<file path="src/core/pll_seq_pkg.sv">
// What this block does
// - In cascade with loop one upstream, hold oscillator one centred until loop two locks, then lock loop one.
// - A digital loop starts only after its reference stays valid for a minimum interval.
// - The phase comparator produces a correction word from feedback minus reference phase.
// - The first correction word cancels the phase error directly, bypassing the filter.
// - Later words pass the loop filter, whose output updates the feedback numerator.
// - A cascaded analog loop takes its reference from the source oscillator divider.
// - Digital loop two lock ignores any offset inherited from analog loop one.
// - Either analog loop may be the upstream source in a cascade.
// - A downstream loop uses its digital loop or runs with it bypassed and powered down.
// - With digital loop two off, oscillator two follows the oscillator one domain.
// - In analog-only mode the digital loops have no influence on the analog loops.
// - After reset, outside cascade, the analog loops lock in order of their start priority settings; in cascade the downstream loop leads.
// - Uncascaded analog loop two locks to the oscillator input independently.
// - Denominator select 0 gives 24-bit programmable, 1 gives fixed 40-bit.
// - A non-cascaded analog loop uses the reference oscillator input as its reference.
// - Each analog loop has a separately enabled doubler on the oscillator path.
// - The buffer configuration code selects termination and bias as tabulated.
// - The buffered oscillator input also feeds the input monitoring logic.
`default_nettype none
package pll_seq_pkg;
    // Register offsets of the control port.
    localparam logic [3:0] ADDR_CTRL = 4'h0;
    localparam logic [3:0] ADDR_STATUS = 4'h1;
    localparam logic [3:0] ADDR_FILT1 = 4'h2;
    localparam logic [3:0] ADDR_FILT2 = 4'h3;
    localparam logic [3:0] ADDR_NUM1 = 4'h4;
    localparam logic [3:0] ADDR_NUM2 = 4'h5;
    localparam logic [3:0] ADDR_BUF = 4'h6;
    // Control register field positions.
    localparam int CTRL_ALOOP1_ON = 0;
    localparam int CTRL_ALOOP2_ON = 1;
    localparam int CTRL_DLOOP1_ON = 2;
    localparam int CTRL_DLOOP2_ON = 3;
    localparam int CTRL_CASCADE = 4;
    localparam int CTRL_UPSTREAM2 = 5;
    localparam int CTRL_ORDER1 = 6;
    localparam int CTRL_ORDER2 = 7;
    localparam int CTRL_DENOM1 = 8;
    localparam int CTRL_DENOM2 = 9;
    localparam int CTRL_DBL1 = 10;
    localparam int CTRL_DBL2 = 11;
    localparam logic [11:0] CTRL_RESET = 12'h000;
    localparam logic [7:0] BUF_RESET = 8'h00;
    // Buffer configuration codes.
    localparam logic [7:0] BUF_NONE = 8'h00;
    localparam logic [7:0] BUF_BIAS = 8'h01;
    localparam logic [7:0] BUF_T100_BIAS = 8'h03;
    localparam logic [7:0] BUF_T50 = 8'h04;
    localparam logic [7:0] BUF_T50_BIAS = 8'h05;
    localparam logic [7:0] BUF_CMOS = 8'h08;
    localparam logic [7:0] BUF_CMOS_T50 = 8'h0c;
    // Timing: reference validation interval and the analog settle time.
    localparam int CLK_MHZ = 100;
    localparam int VALID_US = 10;
    localparam int VALID_CYC = VALID_US * CLK_MHZ;
    localparam int SETTLE_US = 2;
    localparam int SETTLE_CYC = SETTLE_US * CLK_MHZ;
    localparam logic [23:0] CENTRE_NUM = 24'h800000;
    localparam int FILT_SHIFT = 3;

    typedef enum {A_OFF, A_CENTRE, A_WAIT_UP, A_ACQ, A_LOCK} aloop_e;
    typedef enum {D_OFF, D_QUAL, D_FIRST, D_TRACK, D_LOCK} dloop_e;

    // Decoded buffer switches.
    typedef struct packed {
        logic single_ended;
        logic term50;
        logic term100;
        logic bias;
    } buf_sw_s;

    // Per-loop state record.
    typedef struct packed {
        aloop_e a_st;
        dloop_e d_st;
        logic [15:0] cnt;
        logic [15:0] vcnt;
        logic [23:0] num;
        logic signed [15:0] integ;
    } loop_s;

    function automatic buf_sw_s decode_buf(input logic [7:0] code);
        buf_sw_s s;
        s = '0;
        if (code == BUF_BIAS) begin
            s.bias = 1'b1;
        end else if (code == BUF_T100_BIAS) begin
            s.term100 = 1'b1;
            s.bias = 1'b1;
        end else if (code == BUF_T50) begin
            s.term50 = 1'b1;
        end else if (code == BUF_T50_BIAS) begin
            s.term50 = 1'b1;
            s.bias = 1'b1;
        end else if (code == BUF_CMOS) begin
            s.single_ended = 1'b1;
        end else if (code == BUF_CMOS_T50) begin
            s.single_ended = 1'b1;
            s.term50 = 1'b1;
        end
        return s;
    endfunction
endpackage
`default_nettype wire

</file>
<file path="src/core/pll_cascade_startup_control.sv">
// Our own choices: the register addresses and strobed register access.
`default_nettype none
module pll_cascade_startup_control (
    input wire logic core_clk,
    input wire logic rst_n,
    input wire logic [3:0] addr,
    input wire logic [31:0] wdata,
    input wire logic wr,
    input wire logic rd,
    output logic [31:0] rdata,
    input wire logic ref1_valid_pin,
    input wire logic ref2_valid_pin,
    input wire logic ref_osc_present_pin,
    input wire logic signed [15:0] phase_err1,
    input wire logic signed [15:0] phase_err2,
    input wire logic phase_stb1,
    input wire logic phase_stb2,
    output logic [23:0] feedback_num1,
    output logic [23:0] feedback_num2,
    output logic denominator_select1,
    output logic denominator_select2,
    output logic ref_from_cascade1,
    output logic ref_from_cascade2,
    output logic doubler_on1,
    output logic doubler_on2,
    output logic digital_loop_power1,
    output logic digital_loop_power2,
    output logic [3:0] osc_buffer_switches,
    output logic osc_monitor_clk_en
);
    // Whole block state.
    typedef struct packed {
        logic [11:0] ctrl;
        logic [7:0] bufc;
        logic [1:0] syn1;
        logic [1:0] syn2;
        logic [1:0] syn3;
        pll_seq_pkg::loop_s l1;
        pll_seq_pkg::loop_s l2;
        logic [1:0] ph_rise;
        logic [31:0] rdata;
    } state_s;

    state_s s;
    state_s next_s;

    logic r1v;
    logic r2v;
    logic osc_ok;
    assign r1v = s.syn1[1];
    assign r2v = s.syn2[1];
    assign osc_ok = s.syn3[1];

    // One sequencing step of an analog loop; wait_up is high when it must wait for the other loop to lock.
    function automatic pll_seq_pkg::loop_s step_analog(
        input pll_seq_pkg::loop_s l, input logic on, input logic wait_up,
        input logic up_locked, input logic osc);
        pll_seq_pkg::loop_s n;
        n = l;
        if (!on) begin
            n.a_st = pll_seq_pkg::A_OFF;
            n.num = pll_seq_pkg::CENTRE_NUM;
        end else begin
            case (l.a_st)
                pll_seq_pkg::A_OFF: begin
                    n.a_st = pll_seq_pkg::A_CENTRE;
                    n.num = pll_seq_pkg::CENTRE_NUM;
                    n.cnt = '0;
                end
                pll_seq_pkg::A_CENTRE: begin
                    // Oscillator held near centre until the other loop is done.
                    n.a_st = wait_up ? pll_seq_pkg::A_WAIT_UP : pll_seq_pkg::A_ACQ;
                end
                pll_seq_pkg::A_WAIT_UP: begin
                    if (up_locked) begin
                        n.a_st = pll_seq_pkg::A_ACQ;
                    end
                end
                pll_seq_pkg::A_ACQ: begin
                    // Settling needs a live reference, so no oscillator means no progress.
                    if (osc) begin
                        n.cnt = l.cnt + 16'h0001;
                        if (l.cnt == 16'(pll_seq_pkg::SETTLE_CYC - 1)) begin
                            n.a_st = pll_seq_pkg::A_LOCK;
                        end
                    end
                end
                default: begin
                    n.a_st = pll_seq_pkg::A_LOCK;
                end
            endcase
        end
        return n;
    endfunction

    // One step of a digital loop wrapped around its analog loop.
    function automatic pll_seq_pkg::loop_s step_digital(
        input pll_seq_pkg::loop_s l, input logic on, input logic ref_ok,
        input logic a_locked, input logic stb, input logic signed [15:0] err);
        pll_seq_pkg::loop_s n;
        logic signed [15:0] step;
        n = l;
        step = '0;
        if (!on || !a_locked) begin
            n.d_st = on ? pll_seq_pkg::D_QUAL : pll_seq_pkg::D_OFF;
            n.vcnt = '0;
            n.integ = '0;
        end else begin
            case (l.d_st)
                pll_seq_pkg::D_OFF: begin
                    n.d_st = pll_seq_pkg::D_QUAL;
                    n.vcnt = '0;
                end
                pll_seq_pkg::D_QUAL: begin
                    // Reference must stay valid for the whole interval.
                    if (!ref_ok) begin
                        n.vcnt = '0;
                    end else if (l.vcnt == 16'(pll_seq_pkg::VALID_CYC - 1)) begin
                        n.d_st = pll_seq_pkg::D_FIRST;
                    end else begin
                        n.vcnt = l.vcnt + 16'h0001;
                    end
                end
                pll_seq_pkg::D_FIRST: begin
                    // The first word cancels the error outright.
                    if (stb) begin
                        n.num = l.num - 24'(err);
                        n.d_st = pll_seq_pkg::D_TRACK;
                        n.vcnt = '0;
                    end
                end
                default: begin
                    if (!ref_ok) begin
                        n.d_st = pll_seq_pkg::D_QUAL;
                        n.vcnt = '0;
                    end else if (stb) begin
                        // Proportional plus integral filter steers the numerator.
                        n.integ = l.integ + (err >>> pll_seq_pkg::FILT_SHIFT);
                        step = (err >>> 1) + n.integ;
                        n.num = l.num - 24'(step);
                        // Lock judged on own phase error only, so inherited offset is invisible.
                        if (err < 16'sd8 && err > -16'sd8) begin
                            n.d_st = pll_seq_pkg::D_LOCK;
                        end else begin
                            n.d_st = pll_seq_pkg::D_TRACK;
                        end
                    end
                end
            endcase
        end
        return n;
    endfunction

    // Next-state logic: register port, synchronisers and both loops.
    always_comb begin
        logic cas;
        logic up2;
        logic a1_lk;
        logic a2_lk;
        logic d1_on;
        logic d2_on;
        logic [1:0] lk;
        next_s = s;
        next_s.syn1 = {s.syn1[0], ref1_valid_pin};
        next_s.syn2 = {s.syn2[0], ref2_valid_pin};
        next_s.syn3 = {s.syn3[0], ref_osc_present_pin};
        cas = s.ctrl[pll_seq_pkg::CTRL_CASCADE];
        up2 = s.ctrl[pll_seq_pkg::CTRL_UPSTREAM2];
        a1_lk = s.l1.a_st == pll_seq_pkg::A_LOCK;
        a2_lk = s.l2.a_st == pll_seq_pkg::A_LOCK;
        // Digital loops off leaves the analog loops untouched.
        d1_on = s.ctrl[pll_seq_pkg::CTRL_DLOOP1_ON];
        d2_on = s.ctrl[pll_seq_pkg::CTRL_DLOOP2_ON];
        // Start order: cascade makes the downstream loop lead; otherwise the order bits.
        lk = {a2_lk, a1_lk};
        next_s.l1 = step_analog(s.l1, s.ctrl[pll_seq_pkg::CTRL_ALOOP1_ON],
            cas ? !up2 : (s.ctrl[pll_seq_pkg::CTRL_ORDER1] && s.ctrl[pll_seq_pkg::CTRL_ALOOP2_ON]),
            lk[1], osc_ok);
        next_s.l2 = step_analog(s.l2, s.ctrl[pll_seq_pkg::CTRL_ALOOP2_ON],
            cas ? up2 : (s.ctrl[pll_seq_pkg::CTRL_ORDER2] && s.ctrl[pll_seq_pkg::CTRL_ALOOP1_ON]),
            lk[0], osc_ok);
        next_s.l1 = step_digital(next_s.l1, d1_on, r1v, a1_lk, phase_stb1, phase_err1);
        next_s.l2 = step_digital(next_s.l2, d2_on, r2v, a2_lk, phase_stb2, phase_err2);
        // Register access; read data valid for the cycle after the strobe.
        next_s.rdata = '0;
        if (wr) begin
            if (addr == pll_seq_pkg::ADDR_CTRL) begin
                next_s.ctrl = wdata[11:0];
            end else if (addr == pll_seq_pkg::ADDR_BUF) begin
                next_s.bufc = wdata[7:0];
            end
        end
        if (rd) begin
            if (addr == pll_seq_pkg::ADDR_CTRL) begin
                next_s.rdata = {20'h00000, s.ctrl};
            end else if (addr == pll_seq_pkg::ADDR_STATUS) begin
                // Per-loop lock flags for host sequencing.
                next_s.rdata = {26'h0000000, osc_ok,
                    s.l2.d_st == pll_seq_pkg::D_LOCK, s.l1.d_st == pll_seq_pkg::D_LOCK,
                    a2_lk, a1_lk, r1v | r2v};
            end else if (addr == pll_seq_pkg::ADDR_FILT1) begin
                next_s.rdata = {{16{s.l1.integ[15]}}, s.l1.integ};
            end else if (addr == pll_seq_pkg::ADDR_FILT2) begin
                next_s.rdata = {{16{s.l2.integ[15]}}, s.l2.integ};
            end else if (addr == pll_seq_pkg::ADDR_NUM1) begin
                next_s.rdata = {8'h00, s.l1.num};
            end else if (addr == pll_seq_pkg::ADDR_NUM2) begin
                next_s.rdata = {8'h00, s.l2.num};
            end else if (addr == pll_seq_pkg::ADDR_BUF) begin
                next_s.rdata = {24'h000000, s.bufc};
            end
        end
    end

    // State register.
    always_ff @(posedge core_clk or negedge rst_n) begin
        if (!rst_n) begin
            s <= '0;
            s.ctrl <= pll_seq_pkg::CTRL_RESET;
            s.bufc <= pll_seq_pkg::BUF_RESET;
            s.l1.num <= pll_seq_pkg::CENTRE_NUM;
            s.l2.num <= pll_seq_pkg::CENTRE_NUM;
        end else begin
            s <= next_s;
        end
    end

    // Output registers; all outputs come from flip-flops.
    always_ff @(posedge core_clk or negedge rst_n) begin
        if (!rst_n) begin
            feedback_num1 <= pll_seq_pkg::CENTRE_NUM;
            feedback_num2 <= pll_seq_pkg::CENTRE_NUM;
            denominator_select1 <= 1'b0;
            denominator_select2 <= 1'b0;
            ref_from_cascade1 <= 1'b0;
            ref_from_cascade2 <= 1'b0;
            doubler_on1 <= 1'b0;
            doubler_on2 <= 1'b0;
            digital_loop_power1 <= 1'b0;
            digital_loop_power2 <= 1'b0;
            osc_buffer_switches <= '0;
            osc_monitor_clk_en <= 1'b0;
            rdata <= '0;
        end else begin
            // With digital loop two off, loop two just follows its divided source.
            feedback_num1 <= s.l1.num;
            feedback_num2 <= s.l2.num;
            denominator_select1 <= s.ctrl[pll_seq_pkg::CTRL_DENOM1];
            denominator_select2 <= s.ctrl[pll_seq_pkg::CTRL_DENOM2];
            // Downstream loop takes divided source clock, else oscillator input.
            ref_from_cascade1 <= s.ctrl[pll_seq_pkg::CTRL_CASCADE] &
                s.ctrl[pll_seq_pkg::CTRL_UPSTREAM2];
            ref_from_cascade2 <= s.ctrl[pll_seq_pkg::CTRL_CASCADE] &
                ~s.ctrl[pll_seq_pkg::CTRL_UPSTREAM2];
            doubler_on1 <= s.ctrl[pll_seq_pkg::CTRL_DBL1];
            doubler_on2 <= s.ctrl[pll_seq_pkg::CTRL_DBL2];
            digital_loop_power1 <= s.ctrl[pll_seq_pkg::CTRL_DLOOP1_ON];
            digital_loop_power2 <= s.ctrl[pll_seq_pkg::CTRL_DLOOP2_ON];
            osc_buffer_switches <= pll_seq_pkg::decode_buf(s.bufc);
            osc_monitor_clk_en <= osc_ok;
            rdata <= next_s.rdata;
        end
    end
endmodule // pll_cascade_startup_control
`default_nettype wire

</file>
<file path="config.mk">
export PLATFORM = sky130hd
export DESIGN_NAME = pll_cascade_startup_control
export DESIGN_NICKNAME = d
export VERILOG_FILES = /design/src/core/pll_seq_pkg.sv /design/src/core/pll_cascade_startup_control.sv
export SDC_FILE = /design/constraint.sdc
export NUM_CORES = 1
export LEC_CHECK = 0
export BUFFER_PORTS_ARGS = -buffer_cell sky130_fd_sc_hd__buf_2
export CAP_MARGIN = 20
export CORE_AREA = 2 2 260 262
export DETAILED_ROUTE_END_ITERATION = 6
export DIE_AREA = 0 0 262 264
export GPL_TIMING_DRIVEN = 0
export SLEW_MARGIN = 20
export SYNTH_ARGS = -nofsm -noshare
export SYNTH_HDL_FRONTEND = slang
export SYNTH_SLANG_ARGS = --single-unit
export TNS_END_PERCENT = 10
</file>
<file path="constraint.sdc">
create_clock -name core_clk -period 16.46 [get_ports core_clk]
set_clock_uncertainty 0.2 [all_clocks]
set_input_delay 0.823 -clock core_clk [delete_from_list [all_inputs] [get_ports core_clk]]
set_output_delay 0.823 -clock core_clk [all_outputs]
set_load 0.05 [all_outputs]
</file>
; Yosys cells after proc, flatten, opt, wreduce, memory -nomap -nowiden
; Cells that the tools add are included.
[word_totals]
in_bits = 77
wordCells = 227
register_bits = 391
[classes]
mux = 86
addsub = 12
eq_ne = 52
reduce_logical = 38
n_lt_le_gt_ge = 4
bitwise = 5
[ops]
columns = operator, count
row1 = $mux 32, 25
row2 = $pmux 32 s4, 2
row3 = $mux 40, 6
row4 = $mux 16, 14
row5 = $eq 32x2->1 const B, 6
row6 = $mux 24, 8
row7 = $pmux 32 s3, 2
row8 = $eq 32x1->1 const B, 4
row9 = $eq 32x4->1 const B, 4
row10 = $logic_not 32->1, 4
row11 = $pmux 16 s3, 2
row12 = $pmux 24 s2, 2
row13 = $sub 24x24->24, 4
row14 = $add 16x1->16 const B, 4
row15 = $pmux 16 s2, 2
row16 = $ne 3x3->1 const B, 12
row17 = $add 15x16->16, 2
row18 = $add 16x13->16, 2
row19 = $eq 16x10->1 const B, 2
row20 = $eq 16x8->1 const B, 2
row21 = $gt 16x4->1 const B, 2
row22 = $lt 16x5->1 const B, 2
row23 = $reduce_and 3->1, 9
row24 = $mux 1, 17
row25 = other kinds (27), 58

; Longest topological paths before layout
; Gate-level depths: netlist (run 1).
[logic_depth]
ltp_word = 9
ltp_mapped = 31
ltp_nobuf = 31

; Worst setup path before layout (run 1)
; OpenSTA, ideal clock, no wires.
[synth_path]
kind = input to register
from = input phase_err2[3]
to = register s[71] (netlist name)
arrival_time_ns = 6.129
t_required_ns = 16.134
n_path_buf = 1
stages = 27
path_slack_ns = 10.005
cell_sequence = ha_1 > inv_1 > fa_1 > nor2b_1 > o21ai_0 > a21boi_0 > o21ai_0 > a21boi_0 > o21ai_0 > nor2b_1 > xnor2_1 > ha_1 > and2_1 > a221o_1 > a41o_1 > nand3_1 > a41oi_1 > xor2_1 > inv_2 > buf_6 > ha_1 > and3_1 > a211oi_1 > a31oi_1 > nor3_1 > nor3_1 > a221o_1
[synth_lines]
columns = item, line_no
row1 = start: declaration, pll_cascade_startup_control.sv:15  ; input wire logic signed [15:0] phase_err2,
row2 = end signal: assignment, pll_cascade_startup_control.sv:224  ; s <= next_s;
row3 = end: declaration, pll_cascade_startup_control.sv:44  ; state_s s;

==> results of run 1 <==
==> kinds of logic (layout without fill, tap and decap cells) <==
logic type | count (synthesis) | count (layout) | share of synthesized area
AND/OR/NAND/NOR | 733 | 733 | 0.1884
AO/OA/AOI/OAI | 599 | 599 | 0.2069
flip-flops | 268 | 268 | 0.3510
buffers and inverters | 169 | 380 | 0.03501
adder cells (fa/ha/maj) | 160 | 160 | 0.1079
XOR/XNOR | 157 | 157 | 0.07336
multiplexers | 67 | 67 | 0.03750
other | 0 | 3 | 0
==> power groups by stage <==
stage / registers, mW / logic (mW) / clock network [mW]
finish: 0.709 / 0.342 / 0.804
global placement: 0.720 / 0.334 / 0
CTS: 0.708 / 0.340 / 0.821
floorplan: 0.731 / 0.212 / 0
detailed placement: 0.720 / 0.337 / 0
global route: 0.711 / 0.376 / 0.846
==> metal layers <==
layer | track usage | part of all wire | up-vias
li1 | - | - | 8193
met1 | 0.2599 | 0.47 | 8208
met2 | 0.2727 | 0.43 | 519
met3 | 0.02850 | 0.063 | 106
met4 | 0.06459 | 0.032 | 6
met5 | 0 | 0.00056 | -
==> cell usage after synthesis (13+ instances only) <==
master,number,area share
a21oi_1,143,0.037
nor3_1,45,0.012
a22o_1,26,0.012
nor4_1,18,0.0059
mux2i_1,42,0.022
mux2_2,23,0.014
a22oi_1,14,0.0055
and2_1,49,0.016
a31oi_1,19,0.0062
nand3_1,54,0.014
o21a_1,29,0.011
nand2b_1,39,0.013
xor2_1,78,0.036
a21boi_0,15,0.0059
a21o_1,48,0.019
and3_1,32,0.010
o21ai_0,140,0.037
nand2_1,195,0.038
nand4_1,32,0.010
dfrtp_1,264,0.35
nor2b_1,34,0.011
or3_1,13,0.0043
ha_1,152,0.099
inv_1,101,0.020
clkbuf_1,54,0.011
nor2_1,181,0.036
xnor2_1,77,0.035
a211oi_1,22,0.0086
o22ai_1,30,0.0098
==> cell usage in the layout (no fill, tap or decap), types with 8 or more instances in the layout <==
| cell type | n |
|---|---|
| a211oi_1 | 22 |
| a21boi_0 | 15 |
| a21o_1 | 48 |
| a21oi_1 | 143 |
| a22o_1 | 26 |
| a22oi_1 | 14 |
| a31oi_1 | 19 |
| and2_1 | 49 |
| and3_1 | 32 |
| buf_2 | 148 |
| clkbuf_1 | 58 |
| clkbuf_16 | 35 |
| dfrtp_1 | 264 |
| fa_1 | 8 |
| ha_1 | 152 |
| inv_1 | 101 |
| mux2_2 | 23 |
| mux2i_1 | 42 |
| nand2_1 | 195 |
| nand2b_1 | 39 |
| nand3_1 | 54 |
| nand4_1 | 32 |
| nor2_1 | 181 |
| nor2b_1 | 34 |
| nor3_1 | 45 |
| nor4_1 | 18 |
| nor4b_1 | 9 |
| o21a_1 | 29 |
| o21ai_0 | 140 |
| o221ai_1 | 11 |
| o22ai_1 | 30 |
| o31ai_1 | 10 |
| or3_1 | 13 |
| xnor2_1 | 77 |
| xor2_1 | 78 |
==> worst max path at each step <==
stage	start	end	slack (ns)	depth (start not counted)
detailed placement	phase_err2[3]	s[71]$_DFF_PN0_	8.60	28
global route	phase_err1[3]	s[209]$_DFF_PN1_	8.47	29
global placement	phase_err2[3]	s[73]$_DFF_PN1_	8.59	28
CTS	s[34]$_DFFE_PN0P_	s[73]$_DFF_PN1_	9.11	27
finish	s[34]$_DFFE_PN0P_	s[73]$_DFF_PN1_	9.08	27
floorplan	phase_err2[3]	s[71]$_DFF_PN0_	10.00	27
==> critical path, cell delays in order, from the launching register on <==
cell and delay [ns]:
dfrtp_1 0.39, ha_1 0.18, inv_1 0.06, fa_1 0.40, nor2b_1 0.13, o21ai_0 0.10, a21boi_0 0.26, o21ai_0 0.14
a21boi_0 0.30, o21ai_0 0.18, nor2b_1 0.17, xnor2_1 0.25, ha_1 0.30, and2_1 0.17, a221o_1 0.32, a41o_1 0.25
nand3_1 0.12, a41oi_1 0.25, xor2_1 0.69, inv_2 0.14, buf_6 0.21, ha_1 0.39, and3_1 0.18, a211oi_1 0.69
and4_2 0.34, a211o_1 0.13, mux2i_1 0.19, o22ai_1 0.10
==> layout make-up <==
cell class | count | area (um2)
timing repair buffer | 150 | 805.8
clock buffer | 44 | 959.7
inverter | 102 | 382.9
buffer | 67 | 286.5
clock inverter | 17 | 229.0
multi-input combinational | 1716 | 11740
tap | 873 | 1092
fill | 6899 | 44350
antenna | 3 | 7.507
sequential | 268 | 6711
==> through the flow <==
step                      hold slack, ns  cells
after global placement            0.1330   3174
after detailed placement          0.1347   3176
after floorplan                   0.1312   2153
after CTS                        0.05666   3237
final                            0.01531   3240
after global routing             0.08903   3239
==> flip-flops by register name, indices dropped and copies added, names as in the netlist <==
register             cells
denominator_select2      1
r1v                      1
osc_buffer_switches      4
denominator_select1      1
feedback_num1           24
osc_ok                   1
osc_monitor_clk_en       1
doubler_on1              1
digital_loop_power2      1
doubler_on2              1
ref_from_cascade1        1
digital_loop_power1      1
rdata                   25
next_s                   3
feedback_num2           24
s                      176
r2v                      1
ref_from_cascade2        1
==> out/metrics.yaml, run 1 <==
post_cts_resized: 0
crit_path_start_kind: "register"
fmax_mhz: 135.5
p_clk_frac: 0.433
ant_nets: 0
synth-seq-cells: 268
yosysWarningCount: 0
synth_edf_count: 0
grt_pass1_wl_um: 96990
layout.nets: 2576
r2r_start: "s[34]$_DFFE_PN0P_"
r2r_cells: 27
antenna_found_initial: 9
area_growth_pct: 16.18
htree_levels: 2
numCtsBuffers: 34
dieArea_um2: 69170
synth.avg_cell_area_um2: 8.880
p_sw_uw: 573.9
post_cts_buffers: 0
routedWlPerCell_um: 19.45
layout_min_cycle_time_ns: 7.382
initial_core_util: 0.2872
routed_wl_um: 63030
synth_flop_cell: "dfrtp_1"
coreArea_um2: 66560
io_buffers: 148
synthDistinctLibCells: 85
track_usage: 0.1809
die_x_um: 262
route.detailed.drc: 0
final.setup.tns_ns: 0
finalSetupViolCount: 0
power_frac_comb: 0.184
hpwl_um: 48950
max_slew_margin: 0.3569
status: "complete, no violations"
arrival_ns: 7.64
pwr-share-seq: 0.382
utilization: 0.3337
peakVddDrop_mv: 0.06632
clock_latency_ns: 0.57
yosysSeqAreaShare: 0.3510
path_clk_slew_ns: 0.07
post_dp_cell_area_um2: 21020
syn_inst: 2153
p_leak_nw: 10.54
grt_max_degree: 94
ctsRootBufferMaster: "clkbuf_16"
syn_nets: 2390
cts_hold_buf: 0
cts.sinks: 268
dieHeight_um: 264
fin_total_pwr_mw: 1.855
setup_ws_ns: 9.078
viasPerCell: 5.257
final_area_um2: 22210
hold_viol: 0
sw_frac_of_total: 0.3094
preCtsSetupSlack_ns: 8.600
drv_slew: 0
drtIter0Drc: 1508
cts_buffer_depth: 3
grt_pass1_vias: 16418
fin_crit_sh: 0.4485
drive_above_1_share: 0.1159
rsz0062_at_grt: "no"
vias: 17032
io-pin-count: 170
tritoncts: "yes"
crit_required_ns: 16.72
critPathMaxFanout: 13
reg2reg_slack_ns: 9.08
synthArstFlopShare: 1.000
p_per_area_nw_per_um2: 83.51
routabilityCongestion: 0.9197
worst_setup_path_end_kind: "register"
path_class: "reg2reg"
synth_area_um2: 19120
holdCritPathClass: "in2async"
p_int_mw: 1.281
grt-ovfl-total: 0
drt-pass1-iter-count: 5
worstMarginPinSlew_ns: 0.9647
reg2reg_to: "s[73]$_DFF_PN1_"
row_count: 95
drv_cap: 0
No activity file was read; power rests on OpenSTA's default activity.
==> run 2, diff against run 1 <==
ABC_AREA = 1   (was default)
CORE_AREA = 2 2 264 266   (was 2 2 260 262)
DIE_AREA = 0 0 266 268   (was 0 0 262 264)
clock period = 7.43 ns   (was 16.46 ns; I/O delays follow)
==> out/metrics.yaml, run 2 <==
status: "complete, no violations"
cts.sinks: 268
row_count: 96
path_class: "reg2reg"
syn_nets: 2881
synth_top_area_share: 0.3355
peakVddDrop_mv: 0.1167
instances_no_fill: 3756
cts_buffer_depth: 3
hold_viol: 0
syn_inst: 2644
synthXorXnorAreaFrac: 0.03583
crit_required_ns: 7.70
finalSetupViolCount: 0
fin_crit_sh: 0.9332
ant_nets: 0
dp_cells: 3676
layout_min_cycle_time_ns: 6.933
vias: 18900
final_common_cell: "nand2_1"
synth_top_family_by_area: "simple AND/OR/NAND/NOR gates"
layout.nets: 3084
synth_top_area_cell: "dfrtp_1"
worst_setup_path_end_kind: "register"
routed_wl_um: 68520
grt_pass1_wl_um: 104300
track_usage: 0.1914
cpMostUsedCell: "nand2_1"
hpwl_um: 55110
wl_met1_um: 30460
met3_length_um: 5979
drtIter0Drc: 1458
grt_max_degree: 82
post_dp_cell_area_um2: 21630
fmax_mhz: 144.2
synth_area_um2: 19690
synth_most_common_cell: "nand2_1"
crit_path_start_kind: "register"
final_area_um2: 22940
tritoncts: "yes"
drv_cap: 0
fin_total_pwr_mw: 4.210
critPathMaxFanout: 12
muxShareOfSynthArea: 0.002287
post_cts_buffers: 0
synth.avg_cell_area_um2: 7.449
area_growth_pct: 16.49
routabilityCongestion: 0.9677
ctsRootBufferMaster: "clkbuf_16"
p_leak_nw: 11.23
route.detailed.drc: 0
p_per_area_nw_per_um2: 183.5
die_x_um: 266
final.setup.tns_ns: 0
holdWs_ns: 0.04357
synth_area_leaders: "dfrtp_1 (34%), nand2_1 (9.7%), ha_1 (9.7%)"
yosysWarningCount: 0
synthAdderAreaFrac: 0.1047
clock_latency_ns: 0.55
drive_above_1_share: 0.1219
synthArstFlopShare: 1.000
io_buffers: 146
dieArea_um2: 71290
io-pin-count: 170
htree_levels: 2
yosys-top-cells-count: "nand2_1 (510), inv_1 (404), dfrtp_1 (264)"
initial_core_util: 0.2887
antenna_found_initial: 10
largest-register: "s"
cpPeakStageDelay_ns: 0.62
grt_pass1_vias: 17940
numCtsBuffers: 35
holdCritPathClass: "in2reg"
worstMarginPinSlew_ns: 1.217
routedWlPerCell_um: 18.24
coreArea_um2: 68230
synth-seq-cells: 268
synth_edf_count: 0
synth_compound_area_frac: 0.1794
cpMaxStageDelayCell: "nor4_1"
path_clk_slew_ns: 0.06
largest_reg_flops: 176
viasPerCell: 5.032
max_slew_margin: 0.1826
dieHeight_um: 268
dr_wl_met2_um: 29440
grt-ovfl-total: 0
drt-pass1-iter-count: 5
top_regs: "s x176, rdata x25"
top_layer: "met5"
yosysSeqAreaShare: 0.3408
drv_slew: 0
synth_flop_cell: "dfrtp_1"
most-common-layout-cells: "nand2_1 (510), inv_1 (404), dfrtp_1 (264), nor2_1 (218), a21oi_1 (204)"
rsz0062_at_grt: "no"
arrival_ns: 7.21
synthSimpleGateAreaFrac: 0.2445
synthDistinctLibCells: 69
-- run 2: cell count changes after synthesis, sizes merged, moves of 39 or more --
cell	change
nor2	+55
inv	+328
and2	-46
nand2	+344
xnor2	-54
a21oi	+62
nand2b	-39
mux2i	-42
nand3	+76
a21o	-39
-- run 2: stage by stage --
| step | util | worst slack, ns |
|---|---|---|
| 2_1_floorplan | - | 2.095 |
| 3_3_place_gp | 0.3155 | 0.5224 |
| 3_5_place_dp | 0.3170 | 0.5989 |
| 4_1_cts | 0.3361 | 0.6793 |
| 5_1_grt | 0.3362 | 0.1355 |
| 6_report | 0.3362 | 0.4966 |
-- run 2: path summary, 6_finish.rpt --
kind	from	endpoint	slack (ns)	cells after the start
worst min register to register	next_s[311]$_DFF_PN0_	r1v$_DFF_PN0_	0.15	0
worst max-delay path	s[171]$_DFFE_PN0P_	s[209]$_DFF_PN1_	0.50	39
min in group asynchronous	rst_n	feedback_num2[4]$_DFF_PN0_	0.15	2
max in group asynchronous	rst_n	s[209]$_DFF_PN1_	5.70	4
worst max register to register	s[171]$_DFFE_PN0P_	s[209]$_DFF_PN1_	0.50	39
worst min-delay path	phase_err2[0]	s[50]$_DFF_PN0_	0.04	3
-- run 2: layout make-up --
class | instances | area, um2
antenna | 3 | 7.507
inverter | 436 | 1637
clock buffer | 43 | 935.9
sequential | 268 | 6711
multi-input combinational | 1901 | 11160
timing repair buffer | 166 | 988.4
clock inverter | 18 | 207.7
buffer | 39 | 185.2
tap | 882 | 1104
fill | 7320 | 45280
-- run 2: cell families (layout without fill, tap and decap cells) --
family,Yosys count,count (layout)
mux,4,4
simple gates,1062,1062
xor+xnor,78,78
buf+inv,475,702
compound gates,597,597
flops,268,268
other cells,0,3
fa+ha+maj,160,160
-- run 2: power breakdown --
group | switching [mW] | total (mW) | internal (mW)
registers | 0.0637 | 1.58 | 1.52
logic | 0.642 | 0.910 | 0.268
clock network | 0.681 | 1.72 | 1.04
total | 1.39 | 4.21 | 2.82
-- run 2: repair_timing --
action | CTS | global route
endpoints found under the hold margin | 137 | 0
hold buffers | 16 | 0
gates resized for setup | 0 | 0
-- run 2: critical path, delay by kind of cell, from the launching register on --
family	cells	cell delay, ns
and+or+nand+nor	26	3.37
AOI/OAI and AO/OA	7	1.41
adders and majority gates	3	1.17
DFF	1	0.48
buffers and inverters	3	0.25
-- run 2: routing by layer --
layer  global-route usage  vias to the layer above
met4              0.07531                        4
met5                    0                        -
met2               0.2941                      646
li1                     -                     9293
met3              0.04435                      121
met1               0.2601                     8836
==> run 3, diff against run 2 <==
clock period = 7.1 ns   (was 7.43 ns; I/O delays follow)
==> out/metrics.yaml, run 3 (same netlist as run 2, synthesis figures left out) <==
track_usage: 0.1914
path_clk_slew_ns: 0.06
r2r_cells: 40
crit_path_start_kind: "register"
htree_levels: 2
critPathTopFamily: "simple AND/OR/NAND/NOR gates"
p_per_area_nw_per_um2: 192.2
reg2reg_to: "s[209]$_DFF_PN1_"
cpMostUsedCell: "nand2_1"
largest-register: "s"
hp-start: "phase_err2[0]"
drtIter0Drc: 1352
routed_wl_um: 68600
die_x_um: 266
routedWlPerCell_um: 18.27
tritoncts: "yes"
largest_reg_flops: 176
io_buffers: 146
hold_viol: 0
io-pin-count: 170
grt_pass1_wl_um: 104300
top_regs: "s x176, rdata x25"
fmax_mhz: 149.8
ctsRootBufferMaster: "clkbuf_16"
layout.nets: 3084
grt_max_degree: 82
vias: 18867
cpMaxStageDelayCell: "nor4_2"
drv_slew: 0
route.detailed.drc: 0
critPathBufInv: 3
status: "complete, no violations"
clock_latency_ns: 0.55
cpPeakStageDelay_ns: 0.53
grt-ovfl-total: 0
routabilityCongestion: 0.9677
dieArea_um2: 71290
initial_core_util: 0.2887
final_area_um2: 22950
dieHeight_um: 268
crit_required_ns: 7.37
numCtsBuffers: 35
worstMarginPinSlew_ns: 1.115
drive_above_1_share: 0.1226
row_count: 96
critPathMaxFanout: 12
utilization: 0.3364
cts.sinks: 268
fin_total_pwr_mw: 4.411
reg2reg_slack_ns: 0.43
post_cts_buffers: 0
antenna_found_initial: 10
p_leak_nw: 11.23
cts_buffer_depth: 3
peakVddDrop_mv: 0.1221
preCtsSetupSlack_ns: 0.2854
holdCritPathClass: "in2reg"
viasPerCell: 5.026
area_growth_pct: 16.52
final_common_cell: "nand2_1"
drt-pass1-iter-count: 5
r2r_start: "s[171]$_DFFE_PN0P_"
worst_setup_path_end_kind: "register"
crit_end: "s[209]$_DFF_PN1_"
drv_cap: 0
grt_pass1_vias: 17940
max_slew_margin: 0.2509
hpwl_um: 55110
layout_min_cycle_time_ns: 6.674
worst-path-stages: 40
arrival_ns: 6.95
ant_nets: 0
coreArea_um2: 68230
most-common-layout-cells: "nand2_1 (510), inv_1 (404), dfrtp_1 (264), nor2_1 (218), a21oi_1 (204)"
path_class: "reg2reg"
crit_start: "s[171]$_DFFE_PN0P_"
finalSetupViolCount: 0
fin_crit_sh: 0.9399
setup_ws_ns: 0.4264
post_dp_cell_area_um2: 21630
run 3: worst min path at each step:
stage / to / slack (ns) / cells past startpoint
global placement: osc_ok$_DFF_PN0_ / 0.13 / 0
detailed placement: feedback_num2[2]$_DFF_PN0_ / 0.12 / 1
finish: s[50]$_DFF_PN0_ / 0.03 / 3
floorplan: denominator_select1$_DFF_PN0_ / -0.14 / 0
CTS: rdata[4]$_DFF_PN0_ / 0.0004 / 3
global route: rdata[4]$_DFF_PN0_ / 0.02 / 3
run 3: routing by layer:
metal | up-vias | GRT usage | wire [um]
met4 | 4 | 0.07531 | 2702
li1 | 9290 | - | -
met3 | 127 | 0.04435 | 5881
met1 | 8804 | 0.2601 | 30540
met2 | 642 | 0.2941 | 29450
met5 | - | 0 | 23
run 3: area by class of cell:
| cell class | count | area, um2 |
|---|---|---|
| multi-input combinational | 1901 | 11180 |
| antenna | 1 | 2.502 |
| fill | 7319 | 45280 |
| clock inverter | 18 | 207.7 |
| buffer | 39 | 185.2 |
| inverter | 436 | 1637 |
| timing repair buffer | 166 | 988.4 |
| sequential | 268 | 6711 |
| clock buffer | 43 | 935.9 |
| tap | 882 | 1104 |
run 3: through the flow:
stage	instances	hold WS [ns]	setup TNS (ns)
final	3754	0.03306	0
after global routing	3754	0.01821	-0.005167
after CTS	3753	0.0003952	0
after detailed placement	3676	0.1179	0
after global placement	3672	0.1323	0
after floorplan	2644	-0.1406	0
run 3: what timing repair did:
item	4_1_cts	5_1_grt
hold buffers	16	0
gates resized for setup	0	2
setup endpoints to repair	0	3
hold endpoints to repair	145	0
run 3: worst min-delay path, cell delays in order:
cell      delay, ns
buf_2          0.12
ha_1           0.13
o221ai_1       0.11
run 3: power by group:
part	switching (mW)	total (mW)	internal, mW
Sequential	0.0658	1.66	1.59
Combinational	0.674	0.955	0.281
Clock	0.717	1.80	1.08
